===== config.mk =====
export PLATFORM = sky130hd
export DESIGN_NAME = onchip_memory_map_select
export DESIGN_NICKNAME = d
export VERILOG_FILES = /design/src/logic/mem_map_pkg.sv /design/src/logic/onchip_memory_map_select.sv /design/src/logic/addr_window_decode.sv
export SDC_FILE = /design/constraint.sdc
export NUM_CORES = 1
export LEC_CHECK = 0
export BUFFER_PORTS_ARGS = -buffer_cell sky130_fd_sc_hd__buf_4
export CAP_MARGIN = 5
export CORE_ASPECT_RATIO = 1.75
export CORE_UTILIZATION = 46
export CTS_BUF_LIST = sky130_fd_sc_hd__clkbuf_8
export DETAILED_ROUTE_END_ITERATION = 8
export GPL_TIMING_DRIVEN = 0
export HOLD_SLACK_MARGIN = 0.02
export PLACE_DENSITY = 0.9
export SLEW_MARGIN = 20
export SYNTH_ARGS = -nofsm -noshare
export SYNTH_HDL_FRONTEND = slang
export SYNTH_SLANG_ARGS = --single-unit

===== constraint.sdc =====
create_clock -name aclk -period 2.5 [get_ports aclk]
set_clock_uncertainty 0.1 [all_clocks]
set_input_delay 0.125 -clock aclk [delete_from_list [all_inputs] [get_ports aclk]]
set_output_delay 0.125 -clock aclk [all_outputs]
set_load 0.01 [all_outputs]

===== src/logic/mem_map_pkg.sv =====
// constants for the on-chip memory map select block
package mem_map_pkg;
  // ==========================================================
  // register map (byte addresses on the register bus)
  localparam int          REG_AW         = 16;
  localparam logic [15:0] OFS_PERIPH_SEL = 16'hF024;
  localparam logic [15:0] OFS_SYS_CFG    = 16'hF028;
  localparam logic [15:0] OFS_CAL_CTRL   = 16'hF02C;
  localparam logic [15:0] OFS_STATUS     = 16'hF030;

  // ==========================================================
  // peripheral select fields and reset value
  localparam int         NWIN           = 5;
  localparam int         B_CAN1         = 0;
  localparam int         B_CAN2         = 1;
  localparam int         B_XRAM1        = 2;
  localparam int         B_XRAM2        = 3;
  localparam int         B_RTC          = 4;
  localparam logic [4:0] PERIPH_SEL_RST = 5'h05;
  localparam logic [4:0] PERIPH_ALL_ON  = 5'h1F;
  // windows that only go outside when both CAN controllers are off
  localparam logic [4:0] SHARED_WIN     = 5'h13;

  // ==========================================================
  // system configuration fields
  localparam int         SYS_CFG_W   = 4;
  localparam int         B_XBUS      = 0;
  localparam int         B_FLASH     = 1;
  localparam int         B_LOWMAP    = 2;
  localparam int         B_SEGDIS    = 3;
  localparam logic [3:0] SYS_CFG_RST = 4'h0;
  localparam int         B_OSC_OFF   = 0;
  // status fields
  localparam int         B_ST_FLASH  = 8;
  localparam int         B_ST_LOCK   = 9;
  localparam int         B_ST_EMU    = 10;

  // ==========================================================
  // cpu address windows
  localparam int          ADDR_W = 24;
  localparam logic [23:0] WIN_LO [NWIN] = '{24'h00EF00, 24'h00EE00, 24'h00E000,
                                            24'h00C000, 24'h00EC00};
  localparam logic [23:0] WIN_HI [NWIN] = '{24'h00EFFF, 24'h00EEFF, 24'h00E7FF,
                                            24'h00DFFF, 24'h00ECFF};
  localparam logic [23:0] FL_SEG0_LO  = 24'h000000;
  localparam logic [23:0] FL_SEG0_HI  = 24'h007FFF;
  localparam logic [23:0] FL_SEG1_LO  = 24'h010000;
  localparam logic [23:0] FL_SEG1_HI  = 24'h017FFF;
  localparam logic [23:0] FL_UPPER_LO = 24'h018000;
  localparam logic [23:0] FL_UPPER_HI = 24'h04FFFF;
  // command cycles do not look at these address bits
  localparam logic [23:0] CMD_DC_MASK = 24'h03C000;
  localparam logic [15:0] DUMMY_RDATA = 16'h0000;

  // ==========================================================
  // bus answers
  localparam logic [1:0] RESP_OKAY   = 2'h0;
  localparam logic [1:0] RESP_SLVERR = 2'h2;
endpackage


===== src/logic/onchip_memory_map_select.sv =====
// on-chip memory map select: enable register, decode and register slave
//
// How it works
// - first CAN off: blocked, pins free, EF00 range outside only if second off.
// - second CAN off: blocked, pins free, EE00 range outside only if first off.
// - a CAN enable at one makes that controller active and reachable.
// - small RAM off sends E000-E7FF outside; on reaches internal RAM.
// - large RAM off sends C000-DFFF outside; on reaches internal RAM.
// - clock off goes outside; EC00 range outside only with both CANs off.
// - both CANs off: EE00-EFFF goes to external bus with its window setting.
// - reset: first CAN and small RAM on, second CAN and large RAM off.
// - once global enable is set, select register writes are ignored.
// - emulation mode treats every select bit as set.
// - clock off stops oscillator in power-down; else osc-off bit decides.
// - external access pin sampled at reset into flash enable bit.
// - flash enable zero keeps flash off; writing one enables it.
// - low map bit relocates only lowest 32K; upper flash stays put.
// - flash command addresses ignore bits A14 to A17.
// - command cycles may pause; unused cycles read back dummy data.
// - select register: five enables in bits 0-4, reset value 05h.
`timescale 1ns/100ps
module onchip_memory_map_select (
  input  wire logic        aclk,
  input  wire logic        aresetn,
  // register bus
  input  wire logic        awvalid,
  output logic             awready,
  input  wire logic [15:0] awaddr,
  input  wire logic [2:0]  awprot,
  input  wire logic        wvalid,
  output logic             wready,
  input  wire logic [31:0] wdata,
  input  wire logic [3:0]  wstrb,
  output logic             bvalid,
  input  wire logic        bready,
  output logic      [1:0]  bresp,
  input  wire logic        arvalid,
  output logic             arready,
  input  wire logic [15:0] araddr,
  input  wire logic [2:0]  arprot,
  output logic             rvalid,
  input  wire logic        rready,
  output logic      [31:0] rdata,
  output logic      [1:0]  rresp,
  // straps and modes
  input  wire logic        external_access_n,
  input  wire logic        emulation_mode,
  input  wire logic        power_down,
  // cpu access port
  input  wire logic        cpu_req,
  input  wire logic        cpu_rd,
  input  wire logic        cpu_flash_cmd,
  input  wire logic [23:0] cpu_addr,
  output logic      [4:0]  periph_hit,
  output logic             flash_hit,
  output logic             ext_req,
  output logic             access_blocked,
  output logic      [23:0] flash_cmd_addr,
  output logic             dummy_valid,
  output logic      [15:0] dummy_rdata,
  // peripheral and pin control
  output logic      [4:0]  periph_active,
  output logic             can1_pins_gpio,
  output logic             can2_pins_gpio,
  output logic             internal_flash_on,
  output logic             flash_low_map,
  output logic             calendar_osc_run
);
  // ==========================================================
  // register state
  logic [4:0]  sel_r, sel_nxt;
  logic [3:0]  sys_r, sys_nxt;
  logic        osc_off_r, osc_off_nxt;
  logic [3:0]  sys_rst;
  logic [4:0]  eff_sel;

  // ==========================================================
  // bus slave state
  logic        aw_got_r, aw_got_nxt;
  logic        w_got_r, w_got_nxt;
  logic [15:0] waddr_r, waddr_nxt;
  logic [31:0] wdat_r, wdat_nxt;
  logic [3:0]  wstb_r, wstb_nxt;
  logic        bvalid_r, bvalid_nxt;
  logic [1:0]  bresp_r, bresp_nxt;
  logic        rvalid_r, rvalid_nxt;
  logic [31:0] rdata_r, rdata_nxt;
  logic [1:0]  rresp_r, rresp_nxt;
  logic        wr_do;
  logic        wr_map;
  logic        rd_do;
  logic [15:0] wr_val;
  logic [31:0] status_w;

  // ==========================================================
  // decode outputs
  logic [4:0]  dec_hit;
  logic        dec_flash;
  logic        dec_ext;
  logic        dec_blk;
  logic [4:0]  hit_r, hit_nxt;
  logic        fl_r, fl_nxt;
  logic        ext_r, ext_nxt;
  logic        blk_r, blk_nxt;
  logic [23:0] cmd_addr_r, cmd_addr_nxt;
  logic        dv_r, dv_nxt;

  // emulation forces all extension peripherals on
  assign eff_sel = emulation_mode ? mem_map_pkg::PERIPH_ALL_ON : sel_r;

  // ==========================================================
  // write channel: address and data taken in either order
  assign awready = ~aw_got_r & ~bvalid_r;
  assign wready  = ~w_got_r & ~bvalid_r;
  assign wr_do   = aw_got_r & w_got_r & ~bvalid_r;
  assign wr_map  = (waddr_r == mem_map_pkg::OFS_PERIPH_SEL) ||
                   (waddr_r == mem_map_pkg::OFS_SYS_CFG) ||
                   (waddr_r == mem_map_pkg::OFS_CAL_CTRL);
  // only the low two byte lanes hold bits
  assign wr_val  = {wstb_r[1] ? wdat_r[15:8] : 8'h00, wstb_r[0] ? wdat_r[7:0] : 8'h00};

  // read channel answers one cycle after the address is taken
  assign arready = ~rvalid_r;
  assign rd_do   = arvalid & ~rvalid_r;
  assign status_w = {21'h000000, emulation_mode, sys_r[mem_map_pkg::B_XBUS],
                     sys_r[mem_map_pkg::B_FLASH], 3'h0, eff_sel};

  // bus handshake next state
  always_comb begin
    aw_got_nxt = aw_got_r;
    w_got_nxt  = w_got_r;
    waddr_nxt  = waddr_r;
    wdat_nxt   = wdat_r;
    wstb_nxt   = wstb_r;
    bvalid_nxt = bvalid_r;
    bresp_nxt  = bresp_r;
    rvalid_nxt = rvalid_r;
    rdata_nxt  = rdata_r;
    rresp_nxt  = rresp_r;
    if (awvalid && awready) begin
      aw_got_nxt = 1'b1;
      waddr_nxt  = awaddr;
    end
    if (wvalid && wready) begin
      w_got_nxt = 1'b1;
      wdat_nxt  = wdata;
      wstb_nxt  = wstrb;
    end
    if (wr_do) begin
      aw_got_nxt = 1'b0;
      w_got_nxt  = 1'b0;
      bvalid_nxt = 1'b1;
      bresp_nxt  = wr_map ? mem_map_pkg::RESP_OKAY : mem_map_pkg::RESP_SLVERR;
    end else if (bvalid_r && bready) begin
      bvalid_nxt = 1'b0;
    end
    if (rd_do) begin
      rvalid_nxt = 1'b1;
      rresp_nxt  = mem_map_pkg::RESP_OKAY;
      case (araddr)
        mem_map_pkg::OFS_PERIPH_SEL: rdata_nxt = {27'h0000000, sel_r};
        mem_map_pkg::OFS_SYS_CFG:    rdata_nxt = {28'h0000000, sys_r};
        mem_map_pkg::OFS_CAL_CTRL:   rdata_nxt = {31'h00000000, osc_off_r};
        mem_map_pkg::OFS_STATUS:     rdata_nxt = status_w;
        default: begin
          rdata_nxt = 32'h00000000;
          rresp_nxt = mem_map_pkg::RESP_SLVERR;
        end
      endcase
    end else if (rvalid_r && rready) begin
      rvalid_nxt = 1'b0;
    end
  end

  // ==========================================================
  // configuration registers next state
  always_comb begin
    sel_nxt     = sel_r;
    sys_nxt     = sys_r;
    osc_off_nxt = osc_off_r;
    if (wr_do) begin
      case (waddr_r)
        mem_map_pkg::OFS_PERIPH_SEL: begin
          // frozen once the global enable is on
          if (!sys_r[mem_map_pkg::B_XBUS]) begin
            sel_nxt = wr_val[4:0];
          end
        end
        mem_map_pkg::OFS_SYS_CFG: begin
          // flash on and low map may change together in one write
          sys_nxt = wr_val[3:0];
        end
        mem_map_pkg::OFS_CAL_CTRL: begin
          osc_off_nxt = wr_val[mem_map_pkg::B_OSC_OFF];
        end
        default: begin
          sel_nxt = sel_r;
        end
      endcase
    end
  end

  // ==========================================================
  // registers; the strap is caught by the clock while reset is low
  always_ff @(posedge aclk) begin
    if (!aresetn) begin
      sel_r      <= mem_map_pkg::PERIPH_SEL_RST;
      sys_r      <= sys_rst;
      osc_off_r  <= 1'b0;
      aw_got_r   <= 1'b0;
      w_got_r    <= 1'b0;
      waddr_r    <= 16'h0000;
      wdat_r     <= 32'h00000000;
      wstb_r     <= 4'h0;
      bvalid_r   <= 1'b0;
      bresp_r    <= mem_map_pkg::RESP_OKAY;
      rvalid_r   <= 1'b0;
      rdata_r    <= 32'h00000000;
      rresp_r    <= mem_map_pkg::RESP_OKAY;
    end else begin
      sel_r      <= sel_nxt;
      sys_r      <= sys_nxt;
      osc_off_r  <= osc_off_nxt;
      aw_got_r   <= aw_got_nxt;
      w_got_r    <= w_got_nxt;
      waddr_r    <= waddr_nxt;
      wdat_r     <= wdat_nxt;
      wstb_r     <= wstb_nxt;
      bvalid_r   <= bvalid_nxt;
      bresp_r    <= bresp_nxt;
      rvalid_r   <= rvalid_nxt;
      rdata_r    <= rdata_nxt;
      rresp_r    <= rresp_nxt;
    end
  end

  // config reset value: the boot strap loads the flash enable bit
  always_comb begin
    sys_rst                        = mem_map_pkg::SYS_CFG_RST;
    sys_rst[mem_map_pkg::B_FLASH] = ~external_access_n;
  end

  assign bvalid = bvalid_r;
  assign bresp  = bresp_r;
  assign rvalid = rvalid_r;
  assign rdata  = rdata_r;
  assign rresp  = rresp_r;

  // ==========================================================
  // cpu address decode
  addr_window_decode u_dec (
    .addr      (cpu_addr),
    .sel       (eff_sel),
    .flash_en  (internal_flash_on),
    .low_map   (sys_r[mem_map_pkg::B_LOWMAP]),
    .hit       (dec_hit),
    .hit_flash (dec_flash),
    .go_ext    (dec_ext),
    .blocked   (dec_blk)
  );

  // hit, flash, outside and blocked results are held from one request to the next
  always_comb begin
    hit_nxt      = hit_r;
    fl_nxt       = fl_r;
    ext_nxt      = ext_r;
    blk_nxt      = blk_r;
    cmd_addr_nxt = cmd_addr_r;
    dv_nxt       = 1'b0;
    if (cpu_req) begin
      hit_nxt = dec_hit;
      fl_nxt  = dec_flash;
      ext_nxt = dec_ext;
      blk_nxt = dec_blk;
      if (cpu_flash_cmd) begin
        cmd_addr_nxt = cpu_addr & ~mem_map_pkg::CMD_DC_MASK;
      end
      // pauses between command cycles need no state here
      dv_nxt = cpu_rd & (cpu_flash_cmd | dec_blk);
    end
  end

  always_ff @(posedge aclk) begin
    if (!aresetn) begin
      hit_r      <= 5'h00;
      fl_r       <= 1'b0;
      ext_r      <= 1'b0;
      blk_r      <= 1'b0;
      cmd_addr_r <= 24'h000000;
      dv_r       <= 1'b0;
    end else begin
      hit_r      <= hit_nxt;
      fl_r       <= fl_nxt;
      ext_r      <= ext_nxt;
      blk_r      <= blk_nxt;
      cmd_addr_r <= cmd_addr_nxt;
      dv_r       <= dv_nxt;
    end
  end

  assign periph_hit     = hit_r;
  assign flash_hit      = fl_r;
  assign ext_req        = ext_r;
  assign access_blocked = blk_r;
  assign flash_cmd_addr = cmd_addr_r;
  assign dummy_valid    = dv_r;
  assign dummy_rdata    = mem_map_pkg::DUMMY_RDATA;

  // ==========================================================
  // peripheral, pin and oscillator control
  assign periph_active     = eff_sel;
  assign can1_pins_gpio    = ~eff_sel[mem_map_pkg::B_CAN1];
  assign can2_pins_gpio    = ~eff_sel[mem_map_pkg::B_CAN2];
  // software may later overwrite the strapped value
  assign internal_flash_on = sys_r[mem_map_pkg::B_FLASH];
  assign flash_low_map     = sys_r[mem_map_pkg::B_LOWMAP];
  assign calendar_osc_run  = ~(power_down &
                               (~eff_sel[mem_map_pkg::B_RTC] | osc_off_r));
endmodule


===== src/logic/addr_window_decode.sv =====
// address window decoder for extension peripherals and flash
`timescale 1ns/100ps
module addr_window_decode (
  input  wire logic [23:0] addr,
  input  wire logic [4:0]  sel,
  input  wire logic        flash_en,
  input  wire logic        low_map,
  output logic      [4:0]  hit,
  output logic             hit_flash,
  output logic             go_ext,
  output logic             blocked
);
  // ==========================================================
  // per-window compare
  logic [4:0] in_win;
  logic [4:0] off_blk;
  logic [4:0] off_ext;
  logic       any_can;
  logic       in_low;
  logic       in_up;

  assign any_can = sel[mem_map_pkg::B_CAN1] | sel[mem_map_pkg::B_CAN2];

  generate
    for (genvar i = 0; i < mem_map_pkg::NWIN; i++) begin : g_win
      assign in_win[i]  = (addr >= mem_map_pkg::WIN_LO[i]) && (addr <= mem_map_pkg::WIN_HI[i]);
      assign hit[i]     = in_win[i] & sel[i];
      // a CAN window stays dark while its neighbour is still on
      assign off_blk[i] = in_win[i] & ~sel[i] & mem_map_pkg::SHARED_WIN[i] & any_can;
      assign off_ext[i] = in_win[i] & ~sel[i] & ~off_blk[i];
    end
  endgenerate

  // ==========================================================
  // flash: only the low 32K moves, the upper part is fixed
  assign in_low = low_map ? (addr <= mem_map_pkg::FL_SEG0_HI)
                          : (addr >= mem_map_pkg::FL_SEG1_LO) && (addr <= mem_map_pkg::FL_SEG1_HI);
  assign in_up  = (addr >= mem_map_pkg::FL_UPPER_LO) && (addr <= mem_map_pkg::FL_UPPER_HI);
  assign hit_flash = flash_en & (in_low | in_up) & ~(|in_win);

  // everything not claimed on chip and not blocked goes to the external bus
  assign blocked = |off_blk;
  assign go_ext  = (|off_ext) | (~(|in_win) & ~hit_flash);
endmodule


==> summary.txt <==
Run status
  • Status: completed

Job
  • Max Cap Viol: 0

Clock network
  • CTS Sinks: 75
  • Root Buffer: clkbuf_8
  • CTS max path bufs: 2
  • CTS resizes: 0
  • Clk_lat worst skew: 0.36 ns
  • Num CTS Buffers: 9
  • H-tree depth: 3
  • CTS tree: built
  • Reg clk slew, reported paths: 0.07 ns
  • Postcts setup bufs: 0

Logic synthesis
  • Ys Warns: 0
  • Yosys cell types: 47
  • Synth Instances: 445
  • XOR/XNOR Fraction of Synth Area: 0.476%
  • Mux cell area share after synthesis: 4.35%
  • Synth Area in Compound Gates: 14.7%
  • Adder-Cell Fraction of Synth Area: 0%
  • Post-synthesis cell area: 3680 um^2
  • Sequential-to-total area share from yosys stat: 41.1%
  • Synth Register Bits: 75
  • Number of enable flip-flop cells after synthesis: 1
  • Largest family of logic cells by synthesized area: simple AND/OR/NAND/NOR gates
  • Synth Flop Type: dfxtp_1
  • Synthesized area per cell: 8.27 um^2
  • Simple-Gate Fraction of Synth Area: 27.0%
  • Post-synth ARST share: 0%

Power
  • Max VDD drop: 0.328 mV
  • Post-layout power: 2990 uW
  • Lkg Pwr: 0.00258 uW
  • Power Dens Cells: 529 nW/um^2

Detailed routing
  • Drt via density: 5.11
  • DR vias: 3931
  • Post-route antenna net violation count: 0
  • DRC Markers: 0
  • First-iteration detailed-routing DRC count: 232
  • WL/cell: 15.4 um
  • Final WL: 11800 um
  • DRT Pass-1 Iters: 5

Setup path
  • Crit-path cells: dlygate4sd3_1 -> buf_4 -> nor3_2 -> nand3_1 -> or4_1 -> buf_2 -> nor3_2 -> mux2i_1 -> nor2b_1
  • CP required: 2.69 ns
  • CP max FO: 6
  • Arrival time worst endpoint: 2.43 ns
  • Slowest-stage cell, CP: dlygate4sd3_1
  • Worst path buffer plus inverter count: 3
  • Crit path largest cell delay: 0.55 ns
  • Crit path top cell by count: nor3_2
  • Crit path launch type: input port
  • Setup Crit Path Kind: input port to flip-flop
  • Crit path depth: 9
  • R2R cell count: 7
  • Top delay family on crit path: simple AND/OR/NAND/NOR gates
  • Crit. End Element: flip-flop

Hold path
  • Hold Crit Depth: 4
  • Min-Delay Path Class: input port to flip-flop

Die
  • Starting density of the core: 48.0%
  • IO Pins: 211
  • Core Rows: 42
  • Die width: 69.6 um
  • Core box area: 7670 um^2
  • Die Height: 120 um
  • DIE AREA: 8380 um^2

Finish
  • Area grow syn2layout: 53.4%
  • Layout net count: 787
  • Register cell area after layout: 1510 um^2
  • FILL cells: 546
  • Most common cell after layout, fill and taps aside: buf_4
  • Multi-input logic area: 1890 um^2
  • N_diodes: 0
  • Final core utilization: 73.6%
  • Share of cells above drive strength 1: 29.5%
  • Post-route cell area: 5650 um^2
  • Most frequent cells in the layout: 173 x buf_4, 98 x nand2_1, 74 x dfxtp_1, 48 x dlygate4sd3_1, 46 x conb_1

Global route
  • GR Util met1: 25.0%
  • Total track usage: 28.2%
  • Global routing usage on met3: 5.25%
  • Number of global-route vias before repair: 3978
  • First-pass GRT wire length: 18500 um
  • Pin count of the biggest net entering global routing: 14
  • Overflow after GRT: 0
  • Initial antenna violation count: 0
  • Layer with the highest usage: met2
  • Met2 GRT Util: 54.7%

Placement
  • Post-DP HPWL: 8040 um
  • Port bufs: 127
  • Dpl cell area: 4910 um^2
  • Final GP Congestion: 0.924
  • Pre-CTS setup slack: 0.417 ns

Timing
  • Hold Vio Cnt, Final: 0
  • Fmax achieved: 0.448 GHz
  • RSZ-0062 raised after global routing: false
  • Tmin final: 2.23 ns
  • Setup slack after layout: 0.268 ns
  • Final setup vio count: 0
  • Tcrit/Tclk final: 89.3%
  • Worst-margin pin slew: 0.584 ns
  • Max Slew Vio Count: 0
  • Setup TNS: 0 ns
  • Max-slew headroom: 61.1%
## cell families (layout without fill, tap and decap cells)
| family | Yosys count | count (layout) |
|---|---|---|
| muxes | 16 | 16 |
| and+or+nand+nor | 198 | 198 |
| xor gates and xnor gates | 2 | 2 |
| AOI/OAI and AO/OA | 79 | 79 |
| buffers and inverters | 74 | 265 |
| other | 1 | 46 |
| DFF | 75 | 75 |
## final timing paths
kind / startpoint / to / slack, ns
hold reg to reg: flash_cmd_addr[9] / flash_cmd_addr[9] / 0.37
hold / removal: araddr[4] / rdata[0] / 0.07
setup / recovery: cpu_addr[20] / access_blocked / 0.27
setup reg to reg: waddr_r[6] / sel_r[4] / 0.40
## cell usage after synthesis, drive strengths merged, types with 4 or more instances
cell type / instances / area share [%]
dfxtp: 74 / 40
nand2b: 4 / 0.68
clkbuf: 19 / 1.9
nor3: 7 / 1.4
nor4: 5 / 0.85
and2: 10 / 1.7
or2: 6 / 1.0
nand2: 98 / 10
nor4b: 4 / 1.5
inv: 7 / 0.71
nor2b: 19 / 3.2
nand4: 5 / 0.85
a21boi: 41 / 8.4
nor2: 20 / 2.0
a21oi: 13 / 1.8
nand3: 9 / 1.2
buf: 48 / 9.7
mux2i: 16 / 4.4
o21ai: 14 / 1.9
## registers in the layout, summed over array words and instances (netlist names), 4 cells and up
register,count
flash_cmd_addr,20
waddr_r,16
rdata,8
periph_hit,5
sel_r,5
wdat_r,5
sys_r,4
## cell type report
cell class                      count  share of cell area (%)
Inverter                            7                   0.465
Clock buffer                       11                    2.68
Sequential cell                    75                    26.8
Buffer                             67                    7.56
Multi-Input combinational cell    341                    33.4
Tap cell                           88                    1.95
Clock inverter                      5                    1.79
Timing Repair Buffer              175                    25.4
## per-stage QoR
stage               cells  hold WS (ns)
global placement      705         0.264
finish                769        0.0691
CTS                   769        0.0694
detailed placement    705         0.269
global route          769         0.113
floorplan             490         0.163
## where the power goes
group | switching (uW) | internal [uW] | total, uW
Combinational | 248 | 283 | 531
Sequential | 35.6 | 1250 | 1280
Clock | 457 | 714 | 1170
## worst min-delay path: stages
cell and delay [ns]:
buf_4 0.10, o21ai_0 0.08, nand4_1 0.08, a21boi_0 0.08
## metal layers
metal  wire [um]  up-vias
li1            -     1858
met1        3900     1810
met2        6540      205
met3         709       58
met4         678        0
met5           0        -
## what timing repair did
item / CTS / global route
setup endpoints to repair: 0 / 0
endpoints found under the hold margin: 46 / 0
hold buffers: 48 / 0
Note: power is estimated with default switching activity, not from simulation.
